**config.mk**
```make
export PLATFORM = sky130hd
export DESIGN_NAME = eesl_wpath
export DESIGN_NICKNAME = d
export VERILOG_FILES = /design/src/rtl/eesl_pkg.sv /design/src/rtl/eesl_pin_sync.sv /design/src/rtl/eesl_prog_timer.sv /design/src/rtl/eesl_wpath.sv
export SDC_FILE = /design/constraint.sdc
export NUM_CORES = 1
export LEC_CHECK = 0
export BUFFER_PORTS_ARGS = -buffer_cell sky130_fd_sc_hd__buf_4
export CAP_MARGIN = 40
export CORE_MARGIN = 5
export CORE_UTILIZATION = 55
export DETAILED_ROUTE_END_ITERATION = 16
export GPL_ROUTABILITY_DRIVEN = 0
export HOLD_SLACK_MARGIN = 0.03
export PLACE_DENSITY = 0.76
export SETUP_SLACK_MARGIN = 0.5
export SKIP_LAST_GASP = 1
export SYNTH_ARGS = -nofsm -noshare
export SYNTH_HDL_FRONTEND = slang
export SYNTH_SLANG_ARGS = --single-unit
```
**constraint.sdc**
```tcl
create_clock -name clk_sys_i -period 2.35 [get_ports clk_sys_i]
set_input_delay 0.1175 -clock clk_sys_i [delete_from_list [all_inputs] [get_ports clk_sys_i]]
set_output_delay 0.1175 -clock clk_sys_i [all_outputs]
set_load 0.02 [all_outputs]
```
**src/rtl/eesl_pkg.sv**
```systemverilog
// Purpose: Shared constants and types of the serial EEPROM write-path slave.
// Assumes: System clock of 250 MHz; all times below are turned into cycles here.
// Notes:   Counts are derived from the printed times, never typed as raw figures.
package eesl_pkg;

  // ----------------------------------------------------------------
  // Clock and program-cycle timing
  // ----------------------------------------------------------------
  localparam int CLK_FREQ_KHZ = 250000;
  localparam int PROG_TIME_STD_MS = 10;
  localparam int PROG_TIME_LV_MS = 15;
  // ms times kHz gives whole cycles; no time is rounded
  localparam int PROG_CYC_STD = PROG_TIME_STD_MS * CLK_FREQ_KHZ;
  localparam int PROG_CYC_LV = PROG_TIME_LV_MS * CLK_FREQ_KHZ;

  // ----------------------------------------------------------------
  // Address and byte layout
  // ----------------------------------------------------------------
  localparam int ADDR_W = 13;
  localparam int ADDR_HI_W = 5;
  localparam int PAGE_W = 5;
  localparam int BYTE_W = 8;
  localparam logic [3:0] BITS_PER_BYTE = 4'h8;
  localparam int PROT_BIT = 12;
  // Device-type field; value is arbitrary
  localparam logic [3:0] DEV_TYPE_DFLT = 4'h5;

  // ----------------------------------------------------------------
  // Pin bundle order and reset image
  // ----------------------------------------------------------------
  // {supply_low, wp, sel2, sel1, sel0, sda, scl}; idle bus reads high
  localparam int PIN_W = 7;
  localparam logic [6:0] PIN_RST = 7'h03;
  localparam logic [ADDR_W-1:0] ADDR_RST = 13'h0000;
  localparam logic [7:0] BYTE_RST = 8'h00;

  // ----------------------------------------------------------------
  // Protocol states
  // ----------------------------------------------------------------
  typedef enum logic [2:0] {
    ST_IDLE,
    ST_DEVADR,
    ST_ADRHI,
    ST_ADRLO,
    ST_WDATA,
    ST_RDATA,
    ST_WAITSTOP
  } eesl_state_t;

endpackage

```
**src/rtl/eesl_pin_sync.sv**
```systemverilog
// Purpose: Three-stage synchroniser with agreement filter for pin inputs.
// Assumes: Inputs are asynchronous to clk_sys_i.
// Notes:   A change is taken only when stages two and three agree.
`timescale 1ns/1ns
module eesl_pin_sync #(
  parameter int WIDTH = 1,
  parameter logic [WIDTH-1:0] INIT = '0
) (
  // Clock and reset
  input wire logic clk_sys_i,
  input wire logic srst_i,
  // Pins in, filtered levels out
  input wire logic [WIDTH-1:0] pin_i,
  output logic [WIDTH-1:0] pin_o
);

  logic [WIDTH-1:0] s1_ff;
  logic [WIDTH-1:0] s2_ff;
  logic [WIDTH-1:0] s3_ff;
  logic [WIDTH-1:0] agree;

  // ----------------------------------------------------------------
  // Synchroniser chain
  // ----------------------------------------------------------------
  // First stage feeds only the second stage
  always_ff @(posedge clk_sys_i) begin
    if (srst_i) begin
      s1_ff <= INIT;
      s2_ff <= INIT;
      s3_ff <= INIT;
    end else begin
      s1_ff <= pin_i;
      s2_ff <= s1_ff;
      s3_ff <= s2_ff;
    end
  end

  // Per-bit agreement; a lone glitch cycle never reaches the output
  assign agree = ~(s2_ff ^ s3_ff);

  always_ff @(posedge clk_sys_i) begin
    if (srst_i) begin
      pin_o <= INIT;
    end else begin
      pin_o <= (pin_o & ~agree) | (s2_ff & agree);
    end
  end

endmodule

```
**src/rtl/eesl_prog_timer.sv**
```systemverilog
// Purpose: Self-timed nonvolatile program cycle; busy for a fixed cycle count.
// Assumes: start_i is a one-cycle pulse on clk_sys_i.
// Notes:   Starts during a running cycle are ignored; only reset aborts it.
`timescale 1ns/1ns
module eesl_prog_timer #(
  parameter int CYCLES = eesl_pkg::PROG_CYC_STD
) (
  // Clock and reset
  input wire logic clk_sys_i,
  input wire logic srst_i,
  // Control
  input wire logic start_i,
  output logic busy_o
);

  localparam int CNT_W = $clog2(CYCLES + 1);

  logic [CNT_W-1:0] cnt_ff;

  // Short counts would break the busy-hold checks downstream
  if (CYCLES < 8) begin : g_bad_cycles
    $error("eesl_prog_timer: CYCLES must be at least 8");
  end

  // ----------------------------------------------------------------
  // Down counter
  // ----------------------------------------------------------------
  // Only reset (power loss) ends a cycle early
  always_ff @(posedge clk_sys_i) begin
    if (srst_i) begin
      cnt_ff <= '0;
      busy_o <= 1'b0;
    end else if (busy_o) begin
      cnt_ff <= cnt_ff - CNT_W'(1);
      busy_o <= (cnt_ff != CNT_W'(1));
    end else if (start_i) begin
      cnt_ff <= CNT_W'(CYCLES);
      busy_o <= 1'b1;
    end
  end

endmodule

```
**src/rtl/eesl_wpath.sv**
```systemverilog
// Purpose: Two-wire slave front end of an 8K x 8 EEPROM: write path and read acks.
// Assumes: Pins are asynchronous; the array sits outside and reads combinationally.
// Notes:   Bytes go to an external page latch; prog_start_o commits the page.
// How it works
// - Write-protect high refuses programming of the upper half; reads stay open.
// - Write-protect low allows reading and programming everywhere.
// - Protected write: ack address bytes, nack first data byte, no program.
// - Data line changes only while clock is low, except start and stop.
// - Falling data with clock high is a start; nothing counts before one.
// - Rising data with clock high is a stop; it ends the transfer, standby.
// - Transmitter releases after eight bits; receiver pulls low on the ninth.
// - Ack a matching slave address, then every byte of a write.
// - Read: send eight bits, sample ack; continue on ack, else await stop.
// - Type field on top, three select bits must equal the strap pins.
// - Address byte bit zero: one reads, zero writes.
// - Two word-address bytes, high first; only five high-byte bits count.
// - Byte write: ack low address, ack data, program on stop.
// - During a program cycle the bus is ignored entirely.
// - Page write: up to thirty-one more bytes, each acked, one cycle.
// - Address counter advances per data byte and wraps past thirty-two.
// - Polling: no ack while programming, ack once done.
// - Lockout armed from write bit to stop; low supply blocks ack, program.
// - A started program cycle cannot be aborted by the bus.
// - Program cycle ends within 10 ms standard or 15 ms low voltage.
`timescale 1ns/1ns
module eesl_wpath #(
  parameter int PROG_CYCLES = eesl_pkg::PROG_CYC_STD,
  parameter bit LOCKOUT_EN = 1'b1,
  parameter logic [3:0] DEV_TYPE = eesl_pkg::DEV_TYPE_DFLT
) (
  // Clock and reset
  input wire logic clk_sys_i,
  input wire logic srst_i,
  // Two-wire bus; data is open drain
  input wire logic scl_i,
  input wire logic sda_i,
  output logic sda_o,
  output logic sda_oe_o,
  // Straps and supply monitor
  input wire logic dev_select_bit0_i,
  input wire logic dev_select_bit1_i,
  input wire logic dev_select_bit2_i,
  input wire logic wp_i,
  input wire logic supply_low_i,
  // Array page latch, commit and read port
  output logic wr_en_o,
  output logic [eesl_pkg::ADDR_W-1:0] wr_addr_o,
  output logic [eesl_pkg::BYTE_W-1:0] wr_data_o,
  output logic prog_start_o,
  output logic [eesl_pkg::ADDR_W-1:0] mem_addr_o,
  input wire logic [eesl_pkg::BYTE_W-1:0] rd_data_i,
  // Status
  output logic busy_o,
  output logic standby_o,
  output logic low_supply_program_inhibit_o
);

  // ----------------------------------------------------------------
  // Pin synchronisation and bus events
  // ----------------------------------------------------------------
  logic [eesl_pkg::PIN_W-1:0] pin_q;
  logic scl_d_ff;
  logic sda_d_ff;
  logic scl_s;
  logic sda_s;
  logic [2:0] sel_s;
  logic wp_s;
  logic supply_low_s;
  logic scl_rise;
  logic scl_fall;
  logic start_det;
  logic stop_det;

  eesl_pin_sync #(
    .WIDTH(eesl_pkg::PIN_W),
    .INIT(eesl_pkg::PIN_RST)
  ) u_sync (
    .clk_sys_i(clk_sys_i),
    .srst_i(srst_i),
    .pin_i({supply_low_i, wp_i, dev_select_bit2_i, dev_select_bit1_i,
            dev_select_bit0_i, sda_i, scl_i}),
    .pin_o(pin_q)
  );

  assign scl_s = pin_q[0];
  assign sda_s = pin_q[1];
  assign sel_s = pin_q[4:2];
  assign wp_s = pin_q[5];
  assign supply_low_s = pin_q[6];

  // Previous filtered levels for edge finding
  always_ff @(posedge clk_sys_i) begin
    if (srst_i) begin
      scl_d_ff <= 1'b1;
      sda_d_ff <= 1'b1;
    end else begin
      scl_d_ff <= scl_s;
      sda_d_ff <= sda_s;
    end
  end

  // Master owns the clock; we only react to its edges
  assign scl_rise = scl_s & ~scl_d_ff;
  assign scl_fall = ~scl_s & scl_d_ff;
  assign start_det = scl_s & scl_d_ff & sda_d_ff & ~sda_s;
  assign stop_det = scl_s & scl_d_ff & ~sda_d_ff & sda_s;

  // ----------------------------------------------------------------
  // Protocol state
  // ----------------------------------------------------------------
  typedef eesl_pkg::eesl_state_t eesl_state_t;
  eesl_state_t st_ff;
  eesl_state_t nxt_st;
  logic [3:0] cnt_ff;
  logic ackph_ff;
  logic [7:0] rx_ff;
  logic [7:0] tx_ff;
  logic [eesl_pkg::ADDR_W-1:0] addr_ff;
  logic first_ff;
  logic mack_ff;
  logic arm_ff;
  logic pend_ff;
  logic active;
  logic byte_done;
  logic ack_end;
  logic nxt_ack;
  logic lock_trip;
  logic prot;
  logic rd_load;
  logic byte_ok;

  // Busy makes every bus input invisible
  assign active = ~busy_o & ~start_det & ~stop_det & (st_ff != eesl_pkg::ST_IDLE);
  assign byte_done = active & scl_fall & ~ackph_ff & (cnt_ff == eesl_pkg::BITS_PER_BYTE);
  assign ack_end = active & scl_fall & ackph_ff;
  assign lock_trip = LOCKOUT_EN & arm_ff & supply_low_s;
  assign prot = wp_s & addr_ff[eesl_pkg::PROT_BIT];
  assign rd_load = ack_end & (st_ff == eesl_pkg::ST_RDATA) & (first_ff | mack_ff);
  assign byte_ok = byte_done & (st_ff == eesl_pkg::ST_WDATA) & nxt_ack;

  // Next state and ack decision at the end of each received byte
  always_comb begin
    nxt_st = eesl_pkg::ST_WAITSTOP;
    nxt_ack = 1'b0;
    case (st_ff)
      eesl_pkg::ST_DEVADR: begin
        if (rx_ff[7:4] == DEV_TYPE && rx_ff[3:1] == sel_s) begin
          // An armed lockout under low supply refuses a repeated-start read too
          if (rx_ff[0] && !lock_trip) begin
            nxt_st = eesl_pkg::ST_RDATA;
            nxt_ack = 1'b1;
          end else if (!rx_ff[0] && !(LOCKOUT_EN && supply_low_s)) begin
            nxt_st = eesl_pkg::ST_ADRHI;
            nxt_ack = 1'b1;
          end
        end
      end
      eesl_pkg::ST_ADRHI: begin
        nxt_st = lock_trip ? eesl_pkg::ST_WAITSTOP : eesl_pkg::ST_ADRLO;
        nxt_ack = ~lock_trip;
      end
      eesl_pkg::ST_ADRLO: begin
        nxt_st = lock_trip ? eesl_pkg::ST_WAITSTOP : eesl_pkg::ST_WDATA;
        nxt_ack = ~lock_trip;
      end
      eesl_pkg::ST_WDATA: begin
        nxt_st = (prot | lock_trip) ? eesl_pkg::ST_WAITSTOP : eesl_pkg::ST_WDATA;
        nxt_ack = ~(prot | lock_trip);
      end
      eesl_pkg::ST_RDATA: begin
        nxt_st = eesl_pkg::ST_RDATA;
      end
      default: begin
        nxt_st = eesl_pkg::ST_WAITSTOP;
      end
    endcase
  end

  // State register; start re-enters from anywhere, stop returns to idle
  always_ff @(posedge clk_sys_i) begin
    if (srst_i || busy_o) begin
      st_ff <= eesl_pkg::ST_IDLE;
    end else if (start_det) begin
      st_ff <= eesl_pkg::ST_DEVADR;
    end else if (stop_det) begin
      st_ff <= eesl_pkg::ST_IDLE;
    end else if (byte_done) begin
      st_ff <= nxt_st;
    end else if (ack_end && st_ff == eesl_pkg::ST_RDATA && !first_ff && !mack_ff) begin
      st_ff <= eesl_pkg::ST_WAITSTOP;
    end
  end

  // Bit engine: sample on rising clock, ninth clock is the ack slot
  always_ff @(posedge clk_sys_i) begin
    if (srst_i || !active) begin
      cnt_ff <= 4'h0;
      ackph_ff <= 1'b0;
    end else if (scl_rise && !ackph_ff && cnt_ff != eesl_pkg::BITS_PER_BYTE) begin
      rx_ff <= {rx_ff[6:0], sda_s};
      cnt_ff <= cnt_ff + 4'h1;
    end else if (byte_done) begin
      ackph_ff <= 1'b1;
    end else if (ack_end) begin
      ackph_ff <= 1'b0;
      cnt_ff <= 4'h0;
    end
  end

  // Read-side flags: first byte after address, and master ack sample
  always_ff @(posedge clk_sys_i) begin
    if (srst_i || !active) begin
      first_ff <= 1'b0;
      mack_ff <= 1'b0;
    end else if (byte_done) begin
      first_ff <= (st_ff == eesl_pkg::ST_DEVADR) & rx_ff[0] & nxt_ack;
    end else if (scl_rise && ackph_ff && st_ff == eesl_pkg::ST_RDATA) begin
      mack_ff <= ~sda_s;
    end else if (ack_end) begin
      first_ff <= 1'b0;
    end
  end

  // ----------------------------------------------------------------
  // Address counter and write port
  // ----------------------------------------------------------------
  // Writes wrap inside the page; reads run over the whole array
  always_ff @(posedge clk_sys_i) begin
    if (srst_i) begin
      addr_ff <= eesl_pkg::ADDR_RST;
    end else if (byte_done && st_ff == eesl_pkg::ST_ADRHI) begin
      addr_ff[12:8] <= rx_ff[eesl_pkg::ADDR_HI_W-1:0];
    end else if (byte_done && st_ff == eesl_pkg::ST_ADRLO) begin
      addr_ff[7:0] <= rx_ff;
    end else if (byte_ok) begin
      addr_ff[4:0] <= addr_ff[4:0] + 5'h01;
    end else if (rd_load) begin
      addr_ff <= addr_ff + 13'h0001;
    end
  end

  assign mem_addr_o = addr_ff;

  // One latch write per accepted data byte
  always_ff @(posedge clk_sys_i) begin
    if (srst_i) begin
      wr_en_o <= 1'b0;
      wr_addr_o <= eesl_pkg::ADDR_RST;
      wr_data_o <= eesl_pkg::BYTE_RST;
    end else begin
      wr_en_o <= byte_ok;
      if (byte_ok) begin
        wr_addr_o <= addr_ff;
        wr_data_o <= rx_ff;
      end
    end
  end

  // ----------------------------------------------------------------
  // Data line drive
  // ----------------------------------------------------------------
  // Open drain: only ever pull low, and only right after a clock fall
  always_ff @(posedge clk_sys_i) begin
    if (srst_i || !active) begin
      sda_oe_o <= 1'b0;
      tx_ff <= eesl_pkg::BYTE_RST;
    end else if (rd_load) begin
      tx_ff <= rd_data_i;
      sda_oe_o <= ~rd_data_i[7];
    end else if (byte_done) begin
      sda_oe_o <= nxt_ack & (st_ff != eesl_pkg::ST_RDATA);
    end else if (ack_end) begin
      sda_oe_o <= 1'b0;
    end else if (scl_fall && st_ff == eesl_pkg::ST_RDATA && !ackph_ff) begin
      tx_ff <= {tx_ff[6:0], 1'b0};
      sda_oe_o <= ~tx_ff[6];
    end
  end

  assign sda_o = 1'b0;

  // ----------------------------------------------------------------
  // Lockout, pending page and program launch
  // ----------------------------------------------------------------
  // Lockout armed by a write bit and held until the stop
  always_ff @(posedge clk_sys_i) begin
    if (srst_i || stop_det || busy_o) begin
      arm_ff <= 1'b0;
      low_supply_program_inhibit_o <= 1'b0;
    end else begin
      if (byte_done && st_ff == eesl_pkg::ST_DEVADR && !rx_ff[0]) begin
        arm_ff <= LOCKOUT_EN;
      end
      if (lock_trip || (byte_done && st_ff == eesl_pkg::ST_DEVADR && !rx_ff[0] &&
          LOCKOUT_EN && supply_low_s)) begin
        low_supply_program_inhibit_o <= 1'b1;
      end
    end
  end

  // Data waiting for commit; a refused byte spoils nothing already latched
  always_ff @(posedge clk_sys_i) begin
    if (srst_i || stop_det || busy_o) begin
      pend_ff <= 1'b0;
    end else if (byte_ok) begin
      pend_ff <= 1'b1;
    end
  end

  // Program only on a stop with data and no lockout trip
  always_ff @(posedge clk_sys_i) begin
    if (srst_i) begin
      prog_start_o <= 1'b0;
    end else begin
      prog_start_o <= stop_det & ~busy_o & pend_ff & ~lock_trip &
                      ~low_supply_program_inhibit_o;
    end
  end

  eesl_prog_timer #(
    .CYCLES(PROG_CYCLES)
  ) u_timer (
    .clk_sys_i(clk_sys_i),
    .srst_i(srst_i),
    .start_i(prog_start_o),
    .busy_o(busy_o)
  );

  // Standby follows idle one cycle later
  always_ff @(posedge clk_sys_i) begin
    if (srst_i) begin
      standby_o <= 1'b1;
    end else begin
      standby_o <= (st_ff == eesl_pkg::ST_IDLE);
    end
  end
endmodule

```
# After elaboration in Yosys (flattened, before gate mapping)
# Cells that the tools add are included.
# classes
add_sub_neg	4
multipliers	0
n_div	0
order_cmp	0
eq_ne	18
shift	0
muxes	40
n_bitwise	52
reduce_logical	52
# op_table
cell	count
$mux W22	2
$mux W7	4
$and A1 B1 Y1	27
$ne A22 B1 Y1 const B	1
$sub A22 B1 Y22 const B	1
$mux W3	6
$logic_and A1 B1 Y1	17
$not A1 Y1	17
$mux W8	2
$mux W1	15
$mux W5	3
$pmux W3 S5	1
$and A7 B7 Y7	2
$not A7 Y7	2
$reduce_bool A2 Y1	7
$add A13 B1 Y13 const B	1
$mux W13	1
$mux W4	3
$reduce_and A2 Y1	6
$ne A2 B1 Y1 const B	5
$reduce_and A3 Y1	3
$reduce_bool A4 Y1	2
$logic_not A1 Y1	7
$or A7 B7 Y7	1
20 further kinds	30
# word_totals
regBits	119
latch_bits	0
mem_bits_rw	0
romBits	0
out_inout_bits	41
mem_count	0

# Depth between registers and ports, before layout
# Gate-level depths: netlist of the first run.
# logic_depth
word_depth	16
mapped_depth	10
ltp_nobuf	8

# Modules after synthesis
# Synthesis of the first run repeated with hierarchy kept, for this count alone.
# unflattened
hier_cells	570
hier_area_um2	5201.2
# modules_own_cells
mod	instances	cells_each	area_per_inst_um2	seq_area_each_um2
eesl_wpath	1	363	3138.0	1441.4
eesl_prog_timer	1	135	1237.4	460.4
eesl_pin_sync	1	72	825.8	560.5

# Least setup slack after synthesis of the first run
# OpenSTA, ideal clock, no wires.
# synth_path
path_type	reg-to-reg
startpoint	register rx_ff[2]
endpoint	register wr_addr_o[0] in the netlist's numbering
setup_ps	132
t_arrival_ps	1818
t_required_ps	2218
setup_slack_ps	400
path_stages_with_launch	8
path_buffers	1
period_less_slack_ps	1950
path_cell_list	edfxtp_1 > xor2_1 > nor4_4 > a41oi_2 > or2_1 > buf_4 > nand2_1 > a21oi_1
# synth_via
elab_chain_len	5
# synth_rtl
item	line	rtl
from (decl)	eesl_wpath.sv:116	logic [7:0] rx_ff;
from (signal assigned)	eesl_wpath.sv:200	rx_ff <= {rx_ff[6:0], sda_s};
$eq A3 B3 Y1	eesl_wpath.sv:147	if (rx_ff[7:4] == DEV_TYPE && rx_ff[3:1] == sel_s) begin
$logic_and A1 B1 Y1	eesl_wpath.sv:147	
$mux W1	eesl_wpath.sv:147	
$pmux W1 S3	eesl_wpath.sv:145	case (st_ff)
$and A1 B1 Y1	eesl_wpath.sv:139	assign byte_ok = byte_done & (st_ff == eesl_pkg::ST_WDATA) & nxt_ack;
to (signal assigned)	eesl_wpath.sv:248	wr_addr_o <= eesl_pkg::ADDR_RST;
to (signal assigned)	eesl_wpath.sv:253	wr_addr_o <= addr_ff;
to (decl)	eesl_wpath.sv:47	output logic [eesl_pkg::ADDR_W-1:0] wr_addr_o,
# No other way between the ends.
# A chain may end at the register's enable or synchronous reset.

# Worst setup path in the final report of the first run
# layout_path
startpoint	register cnt_ff[0]
endpoint	register addr_ff (netlist bit mem_addr_o[1])
# layout_via
elab_chain_len	6
# layout_rtl
item	line	rtl
from (decl)	eesl_wpath.sv:114	logic [3:0] cnt_ff;
from (signal assigned)	eesl_wpath.sv:201	cnt_ff <= cnt_ff + 4'h1;
$eq A4 B4 Y1 *	eesl_wpath.sv:134	assign byte_done = active & scl_fall & ~ackph_ff & (cnt_ff == eesl_pkg::BITS_PER_BYTE);
$and A1 B1 Y1 *	eesl_wpath.sv:134	
$and A1 B1 Y1 (2 in series)	eesl_wpath.sv:139	
$reduce_bool A3 Y1 (no line) or $mux W5 (tied branches)	--	
$reduce_and A2 Y1 (no line) or $mux W8 (tied branches)	--	
to (signal assigned)	eesl_wpath.sv:230	addr_ff <= eesl_pkg::ADDR_RST;
to (signal assigned)	eesl_wpath.sv:238	addr_ff <= addr_ff + 13'h0001;
to (decl)	eesl_wpath.sv:118	logic [eesl_pkg::ADDR_W-1:0] addr_ff;
# Every way passes the cells marked *; elsewhere a longest branch is shown, timed or not.

==> flow_summary_export.csv, run 1 <==
group,metric,value,unit
setup_path,r2r-start,"cnt_ff[0]",
finish,fin_nets,688,
finish,stdcell_count,790,
setup_path,end_kind,"flop",
place,dp_hpwl,7.93,mm
setup_path,arrival,2.40,ns
sta,setup_viol,0,
synthesis,synthFlopType,"dfxtp_1",
clocking,cts_sinks,119,
sta,clock.fmax,509,MHz
floorplanning,dieHeight,107,um
clocking,clkTransAtPathRegs,0.06,ns
setup_path,critPathLaunchType,"flop",
sta,tns,0,ns
sta,min_period,1.96,ns
setup_path,r2r_cells,9,
sta,rsz0062_at_grt,"yes",
synthesis,syn_nets,601,
min_path,hp-class,"input port to flop",
setup_path,r2r-end,"mem_addr_o[1]",
synthesis,ys_types,64,
synthesis,synth.area.top_cells,"dfxtp_1 43%, a21oi_1 5.7%, nand2_1 5.7%",
synthesis,ys_ff_latch,119,
floorplanning,initial_utilization,56.0,%
min_path,hold_start,"srst_i",
min_path,min_path_cells,2,
synthesis,postSynthAreaPerCell,8.90,um^2
setup_path,cp_top_family,"simple AND/OR/NAND/NOR gates",
setup_path,crit_required,2.79,ns
synthesis,synth-seq-area-share,47.8,%
floorplanning,core_area,0.00920,mm^2
setup_path,crit_chain,"inv_2 -> ha_2 -> and4bb_2 -> and3_4 -> nand3_4 -> o21ai_4 -> buf_4 -> nor2_2 -> a211oi_2",
synthesis,synth_cells,579,
sta,hold_viol,0,
clocking,cts_tree,"yes",
place,portBuffers,56,
clocking,cts_buffers,17,
route,drcViolationCount,0,
route,drt-total-wl,12.8,mm
grt,grt_pass1_vias,4377,
min_path,hold_end,"u_timer.cnt_ff[19]",
clocking,cts.path.max_buffers,2,
synthesis,yosys-top-cells-count,"111 x dfxtp_1, 78 x nand2_1, 59 x a21oi_1, 58 x nor2_1",
synthesis,syn-cell-area,0.00515,mm^2
finish,final_core_util,73.6,%
floorplanning,ios,58,
job,cap_viol_max_count,0,
grt,grt_max_degree,51,
grt,grt-ovfl-total,0,
synthesis,synth_simple_gate_area_share,25.5,%
setup_path,rrSetupSlack,0.39,ns
finish,area_growth_syn_to_layout,31.4,%
synthesis,synth_area_leader_cell,"dfxtp_1",
finish,finalInstanceArea,0.00677,mm^2
outcome,status,"finished, final reports clean",
clocking,clkLatencyLatePin,0.51,ns
synthesis,synth-xor-area-share,2.89,%
power,power_leakage,2.52,nW
setup_path,critPathKind,"flop to flop",
synthesis,synth-edff-count,8,
floorplanning,die_x,107,um
setup_path,crit_path_max_fanout,6,
route,first_pass_iters,5,
setup_path,path_buf_inv,2,
grt,antenna_found_initial,0,
grt,grt_pass1_wl,20.6,mm
route,wl_per_cell,16.2,um
route,drt_iter0_markers,298,
route,num_vias,4628,
sta,skew,0.00648,ns
sta,slew_viol_final,0,
floorplanning,die_area,0.0114,mm^2
synthesis,synth-adder-area-share,1.21,%
finish,n_antenna_cell,0,
clocking,htree_num_levels,4,
clocking,clockRootBuffer,"clkbuf_8",
place,placed_area,0.00569,mm^2
setup_path,worst_path_max_delay_cell,"dfxtp_4",
synthesis,synth.most_common_cell,"dfxtp_1",
grt,grt_usage,22.3,%
synthesis,synth_compound_area_share,15.1,%
power,ir_drop,0.478,mV
synthesis,yosysWarnings,0,
synthesis,synth_top_area_share,43.1,%
synthesis,async_reset_ff_share,0,%
route,postRouteAntennaNets,0,
setup_path,critical_path.max_stage_delay,0.36,ns
power,powerDensity,718,mW/mm^2
finish,drive_gt1_share,27.2,%
floorplanning,num_rows,35,
place,dp_cells,729,
synthesis,synthMuxAreaShare,3.81,%
synthesis,synth_top_family_by_area,"simple AND/OR/NAND/NOR gates",
sta,finalCritPeriodShare,83.6,%
route,routed_via_density,5.86,
layout make-up:
cell class,instances,area (um^2)
Clock buffer,24,492
Clock inverter,8,118
Fill cell,635,2430
Inverter,10,37.5
Multi-Input combinational cell,420,2690
Sequential cell,119,2490
Tap cell,111,139
Timing Repair Buffer,98,806
registers in the layout, indices dropped and copies added (netlist names), 3 cells and up, named ones only:
register,cells
rx_ff,8
cnt_ff,4
mem_addr_o,13
u_sync.s2_ff,7
u_timer.cnt_ff,22
st_ff,3
u_sync.s1_ff,7
wr_addr_o,13
tx_ff,7
wr_data_o,8
u_sync.s3_ff,7
layer usage:
metal  share of wire, %  vias to the layer above  wire length [um]  track usage (%)
met5                  0                        -                 0                0
met1                 44                     2202              5610             28.3
met4                1.8                        0               234             9.22
li1                   -                     2219                 -                -
met2                 48                      177              6150             36.7
met3                6.0                       30               770             5.24
stage by stage:
| stage | power [mW] | hold slack (ns) | setup WS, ns |
|---|---|---|---|
| 5_1_grt | 5.00 | 0.0729 | 0.285 |
| 4_1_cts | 4.88 | 0.0446 | 0.372 |
| 3_3_place_gp | 2.23 | 0.306 | 0.286 |
| 2_1_floorplan | 2.19 | 0.221 | 0.446 |
| 6_report | 4.86 | 0.0617 | 0.386 |
| 3_5_place_dp | 2.23 | 0.308 | 0.172 |
cell usage in the layout, fill, tap and decap left out, types with 7 or more instances in the layout:
cell type	instances
a211oi_1	17
a21oi_1	59
buf_4	79
clkbuf_16	17
dfxtp_1	99
dfxtp_2	7
dlygate4sd3_1	15
edfxtp_1	8
inv_1	8
mux2i_1	14
nand2_1	75
nand2b_1	8
nand3_1	13
nor2_1	55
nor2b_1	19
nor3_1	11
o21ai_0	19
or2_2	9
xnor2_1	7
xor2_1	9
worst max-delay path by stage:
stage / to / start / depth (start not counted) / slack, ns
2_1_floorplan: wr_addr_o[0] / rx_ff[1] / 7 / 0.45
3_3_place_gp: mem_addr_o[0] / rx_ff[5] / 6 / 0.29
3_5_place_dp: mem_addr_o[4] / rx_ff[5] / 6 / 0.17
4_1_cts: mem_addr_o[2] / cnt_ff[0] / 8 / 0.37
5_1_grt: mem_addr_o[2] / cnt_ff[0] / 8 / 0.29
6_report: mem_addr_o[1] / cnt_ff[0] / 9 / 0.39
cells by family after synthesis:
| kind of cell | Yosys count |
|---|---|
| fa+ha+maj | 5 |
| buf+inv | 40 |
| compound gates | 127 |
| simple gates | 251 |
| mux | 19 |
| flops | 119 |
| other cells | 1 |
| xor+xnor | 17 |
timing repair:
action,in CTS,in global routing
cloned,0,0
endpoints found under the hold margin,15,0
pin swaps,6,13
buffers inserted,6,8
hold buffers,15,0
gates resized for setup,20,33
setup endpoints to repair,58,65
power by group:
| group | total, mW | switching [mW] | internal (mW) | leakage, nW |
|---|---|---|---|---|
| Combinational | 0.125 | 0.0627 | 0.0625 | 1.24 |
| Clock | 2.65 | 0.894 | 1.76 | 0.300 |
| Sequential | 2.08 | 0.0270 | 2.06 | 0.973 |
Power figures use the tool's default switching activity.
==> run 2, diff against run 1 <==
==> constraint.sdc (replaced) <==
create_clock -name clk_sys_i -period 2 [get_ports clk_sys_i]
set_input_delay 0.1 -clock clk_sys_i [delete_from_list [all_inputs] [get_ports clk_sys_i]]
set_output_delay 0.1 -clock clk_sys_i [all_outputs]
set_load 0.02 [all_outputs]
==> flow_summary_export.csv, run 2 (synthesized netlist as in run 1, its figures left out) <==
group,metric,value,unit
route,drt-total-wl,16.8,mm
grt,grt_util_met2,43.6,%
setup_path,crit_path_max_fanout,6,
setup_path,r2r-end,"mem_addr_o[0]",
sta,whs,0.307,ns
place,dp_hpwl,8.45,mm
setup_path,r2r-start,"rx_ff[7]",
floorplanning,num_rows,35,
setup_path,r2r_cells,6,
floorplanning,initial_utilization,56.0,%
route,first_pass_iters,5,
place,portBuffers,56,
clocking,clockRootBuffer,"clkbuf_8",
sta,hold_viol,0,
floorplanning,dieHeight,107,um
setup_path,crit_required,2.40,ns
clocking,htree_num_levels,4,
finish,n_antenna_cell,0,
floorplanning,core_area,0.00920,mm^2
sta,tns,-0.300,ns
power,powerDensity,783,mW/mm^2
grt,grt_util_met1,31.9,%
outcome,violations,"negative setup slack",
sta,worst_slew_pin_slew,0.658,ns
outcome,status,"finished, violations left",
route,wl_per_cell,20.0,um
sta,finalCritPeriodShare,104,%
sta,clock.fmax,479,MHz
clocking,cts_tree,"yes",
finish,area_growth_syn_to_layout,46.2,%
setup_path,end_kind,"flop",
finish,fillCellCount,479,
grt,grt_pass1_vias,4772,
grt,grt_pass1_wl,23.4,mm
setup_path,critPathCapture,"mem_addr_o[0]",
finish,layout_common_cells,"114 x buf_4, 96 x dfxtp_1, 75 x nand2_1, 53 x a21oi_1, 46 x nor2_1",
finish,drive_gt1_share,37.0,%
clocking,cts.path.max_buffers,2,
power,power_leakage,2.92,nW
floorplanning,ios,58,
finish,finalInstanceArea,0.00753,mm^2
finish,final_common_cell,"buf_4",
setup_path,rrSetupSlack,-0.09,ns
clocking,cts_buffers,17,
place,placed_area,0.00599,mm^2
setup_path,critical_path.max_stage_delay,0.43,ns
sta,fin_ws,-0.0884,ns
finish,largest_reg_flops,22,
sta,skew,0.00761,ns
setup_path,critPathLaunchType,"flop",
floorplanning,die_area,0.0114,mm^2
grt,grt-ovfl-total,0,
route,drt_iter0_markers,594,
setup_path,crit_chain,"nand4bb_4 -> nor4_4 -> a41oi_4 -> o21ai_4 -> mux2i_1 -> a21oi_1",
grt,use_met3,5.48,%
sta,worst_slew_margin_rel,56.2,%
route,routed_via_density,6.09,
min_path,hp-class,"input port to flop",
route,num_vias,5106,
grt,grt-busiest-layer,"met2",
sta,rsz0062_at_grt,"yes",
sta,slew_viol_final,0,
clocking,clkLatencyLatePin,0.53,ns
grt,antenna_found_initial,0,
place,place_worst_setup_slack,0.0359,ns
min_path,hold_start,"sda_i",
clocking,cts_sinks,119,
grt,grt_usage,25.5,%
route,postRouteAntennaNets,0,
power,ir_drop,0.829,mV
grt,grt_max_degree,59,
finish,fin_nets,736,
setup_path,crit_start,"rx_ff[7]",
floorplanning,die_x,107,um
sta,setup_viol,7,
setup_path,critPathKind,"flop to flop",
job,cap_viol_max_count,0,
route,drcViolationCount,0,
finish,largest_register,"u_timer.cnt_ff",
clocking,clkTransAtPathRegs,0.06,ns
setup_path,worst_path_max_delay_cell,"edfxtp_1",
sta,min_period,2.09,ns
setup_path,arrival,2.49,ns
[run 2: worst min path at each step]
stage                       to  cells after the start
6_report       u_sync.s1_ff[1]                      3
5_1_grt        u_sync.s1_ff[1]                      3
4_1_cts        u_sync.s1_ff[0]                      3
3_5_place_dp   u_sync.s1_ff[0]                      2
3_3_place_gp   u_sync.s1_ff[0]                      2
2_1_floorplan  u_sync.s1_ff[0]                      1
[run 2: where the power goes]
part           internal (mW)  leakage (nW)  total [mW]  switching [mW]
combinational         0.0850          1.63       0.179          0.0944
sequential              2.41         0.976        2.44          0.0279
clock                   2.14         0.314        3.28            1.13
[run 2: cell type report]
cell class	instances	area, um^2	area share [%]
clock inverter	13	190	2.52
tap	111	139	1.84
inverter	10	37.5	0.498
multi-input combinational	420	3010	39.9
sequential	119	2500	33.2
clock buffer	19	453	6.01
timing repair buffer	146	1210	16.0
[run 2: worst max-delay path, delay by kind of cell (launching register included)]
family          cells  cell delay [ns]
simple gates        2             0.66
mux                 1             0.26
compound gates      3             0.62
flops               1             0.43
[run 2: what timing repair did]
item	CTS	global route
hold endpoints to repair	29	0
pin swaps	33	29
hold buffers	20	0
buffers inserted	19	17
gates resized for setup	52	44
setup endpoints to repair	79	84
cloned	1	0
[run 2: per-stage QoR]
step / utilization, % / power, mW / std cells
floorplan: - / 2.57 / 579
global placement: 65.2 / 2.63 / 749
detailed placement: 65.2 / 2.63 / 749
CTS: 78.3 / 5.88 / 821
global route: 81.9 / 6.05 / 838
finish: 81.9 / 5.90 / 838
[run 2: layer usage]
| layer | routed length [um] | vias up |
|---|---|---|
| met3 | 1230 | 83 |
| met4 | 718 | 0 |
| met5 | 0 | - |
| met2 | 8330 | 288 |
| li1 | - | 2309 |
| met1 | 6520 | 2426 |
==> run 3, diff against run 2 <==
==> constraint.sdc (replaced) <==
create_clock -name clk_sys_i -period 2 [get_ports clk_sys_i]
set_input_delay 0.3 -clock clk_sys_i [delete_from_list [all_inputs] [get_ports clk_sys_i]]
set_output_delay 0.3 -clock clk_sys_i [all_outputs]
set_load 0.02 [all_outputs]
==> flow_summary_export.csv, run 3 (synthesized netlist as in run 1, its figures left out) <==
group,metric,value,unit
grt,grt-ovfl-total,0,
place,dp_cells,747,
sta,fin_ws,-0.0227,ns
place,placed_area,0.00599,mm^2
finish,drive_gt1_share,41.5,%
route,num_vias,5447,
route,postRouteAntennaNets,0,
sta,rsz0062_at_grt,"yes",
floorplanning,die_area,0.0114,mm^2
power,ir_drop,0.683,mV
power,clkPwrFrac,55.4,%
sta,finalCritPeriodShare,101,%
route,drt-total-wl,18.0,mm
outcome,violations,"negative setup slack",
power,power_leakage,3.00,nW
route,first_pass_iters,5,
power,intPower,4.57,mW
outcome,status,"finished, violations left",
grt,grt_usage,26.3,%
route,drcViolationCount,0,
power,swShare,22.3,%
setup_path,arrival,2.47,ns
finish,layout_common_cells,"130 x buf_4, 85 x dfxtp_1, 74 x nand2_1, 53 x a21oi_1, 49 x nor2_1",
finish,area_growth_syn_to_layout,49.5,%
route,wl_per_cell,21.0,um
setup_path,rrSetupSlack,-0.02,ns
clocking,htree_num_levels,4,
power,seqPwrFrac,41.5,%
route,drt_iter0_markers,688,
finish,finalInstanceArea,0.00770,mm^2
floorplanning,die_x,107,um
clocking,clkTransAtPathRegs,0.06,ns
place,portBuffers,56,
sta,hold_viol,0,
grt,grt_pass1_vias,4876,
setup_path,crit_path_max_fanout,21,
setup_path,crit_start,"rx_ff[2]",
sta,tns,-0.0547,ns
sta,min_period,2.02,ns
sta,slew_viol_final,0,
clocking,cts_sinks,119,
floorplanning,num_rows,35,
clocking,cts.path.max_buffers,2,
finish,n_antenna_cell,0,
sta,skew,0.00715,ns
route,routed_via_density,6.35,
clocking,cts_buffers,17,
power,powerDensity,764,mW/mm^2
grt,antenna_found_initial,0,
grt,grt_pass1_wl,24.1,mm
setup_path,crit_required,2.45,ns
setup_path,critPathCapture,"wr_data_o[2]",
power,switching_power,1.31,mW
setup_path,r2r_cells,8,
sta,setup_viol,5,
floorplanning,dieHeight,107,um
power,fin_total_pwr,5.88,mW
setup_path,critPathKind,"flop to flop",
finish,largest_reg_flops,22,
job,cap_viol_max_count,0,
power,comb_power_share,3.2,%
setup_path,r2r-start,"rx_ff[2]",
grt,grt_max_degree,88,
floorplanning,initial_utilization,56.0,%
finish,final_common_cell,"buf_4",
min_path,hp-class,"input port to flop",
finish,stdcell_count,858,
clocking,clockRootBuffer,"clkbuf_8",
clocking,cts_tree,"yes",
clocking,clkLatencyLatePin,0.53,ns
setup_path,end_kind,"flop",
finish,fin_nets,756,
finish,largest_register,"u_timer.cnt_ff",
setup_path,r2r-end,"wr_data_o[2]",
floorplanning,ios,58,
setup_path,critPathLaunchType,"flop",
floorplanning,core_area,0.00920,mm^2
place,dp_hpwl,8.08,mm
sta,clock.fmax,494,MHz
## run 3: what timing repair did
item / CTS / global route
hold buffers: 8 / 0
buffers inserted: 38 / 29
hold endpoints to repair: 8 / 0
gates resized for setup: 59 / 70
gates cloned: 3 / 1
pin swaps: 38 / 25
endpoints found under the setup margin: 82 / 86
## run 3: power by group through the flow
stage | registers [mW] | logic [mW] | clock network [mW]
after floorplan | 2.50 | 0.0678 | 0
after global placement | 2.49 | 0.135 | 0
after detailed placement | 2.50 | 0.139 | 0
after CTS | 2.44 | 0.154 | 3.23
after global routing | 2.44 | 0.198 | 3.37
final | 2.44 | 0.186 | 3.26
## run 3: worst min path at each step
stage | startpoint | endpoint | slack, ns | cells past startpoint
finish | rd_data_i[6] | tx_ff[6] | 0.14 | 3
global route | rd_data_i[5] | tx_ff[5] | 0.17 | 3
CTS | rd_data_i[5] | tx_ff[5] | 0.13 | 3
detailed placement | u_sync.s1_ff[0] | u_sync.s2_ff[0] | 0.41 | 1
global placement | u_sync.s1_ff[0] | u_sync.s2_ff[0] | 0.40 | 1
floorplan | u_sync.s1_ff[0] | u_sync.s2_ff[0] | 0.39 | 1
## run 3: per-layer routing
layer  track usage, %  wire, um  vias to the layer above
li1                 -         -                     2352
met1             32.1      6830                     2577
met2             46.0      8620                      402
met3             5.30      1620                      116
met4             9.22       945                        0
met5                0         0                        -
## run 3: layout make-up
| class | count | area (um^2) |
|---|---|---|
| clock buffers | 19 | 432 |
| repair buffers | 164 | 1380 |
| clock inverters | 13 | 193 |
| multi-input cells | 422 | 3010 |
| fillers | 434 | 1490 |
| inverters | 10 | 37.5 |
| well taps | 111 | 139 |
| flip-flops and latches | 119 | 2520 |
## run 3: stage by stage
stage | setup WS [ns] | hold slack (ns) | utilization (%)
CTS | 0.0664 | 0.130 | 78.7
detailed placement | 0.00193 | 0.406 | 65.2
finish | -0.0227 | 0.142 | 83.8
global placement | 0.0621 | 0.398 | 65.2
floorplan | 0.113 | 0.389 | -
global route | -0.104 | 0.174 | 83.8
## run 3: worst max-delay path, cell delays in order (launching register included)
cell and delay (ns):
edfxtp_1 0.43, xor2_2 0.18, nor4_4 0.38, a41oi_4 0.23, buf_6 0.18, nor2_4 0.11
buf_12 0.16, nand2_1 0.07, a21oi_1 0.18
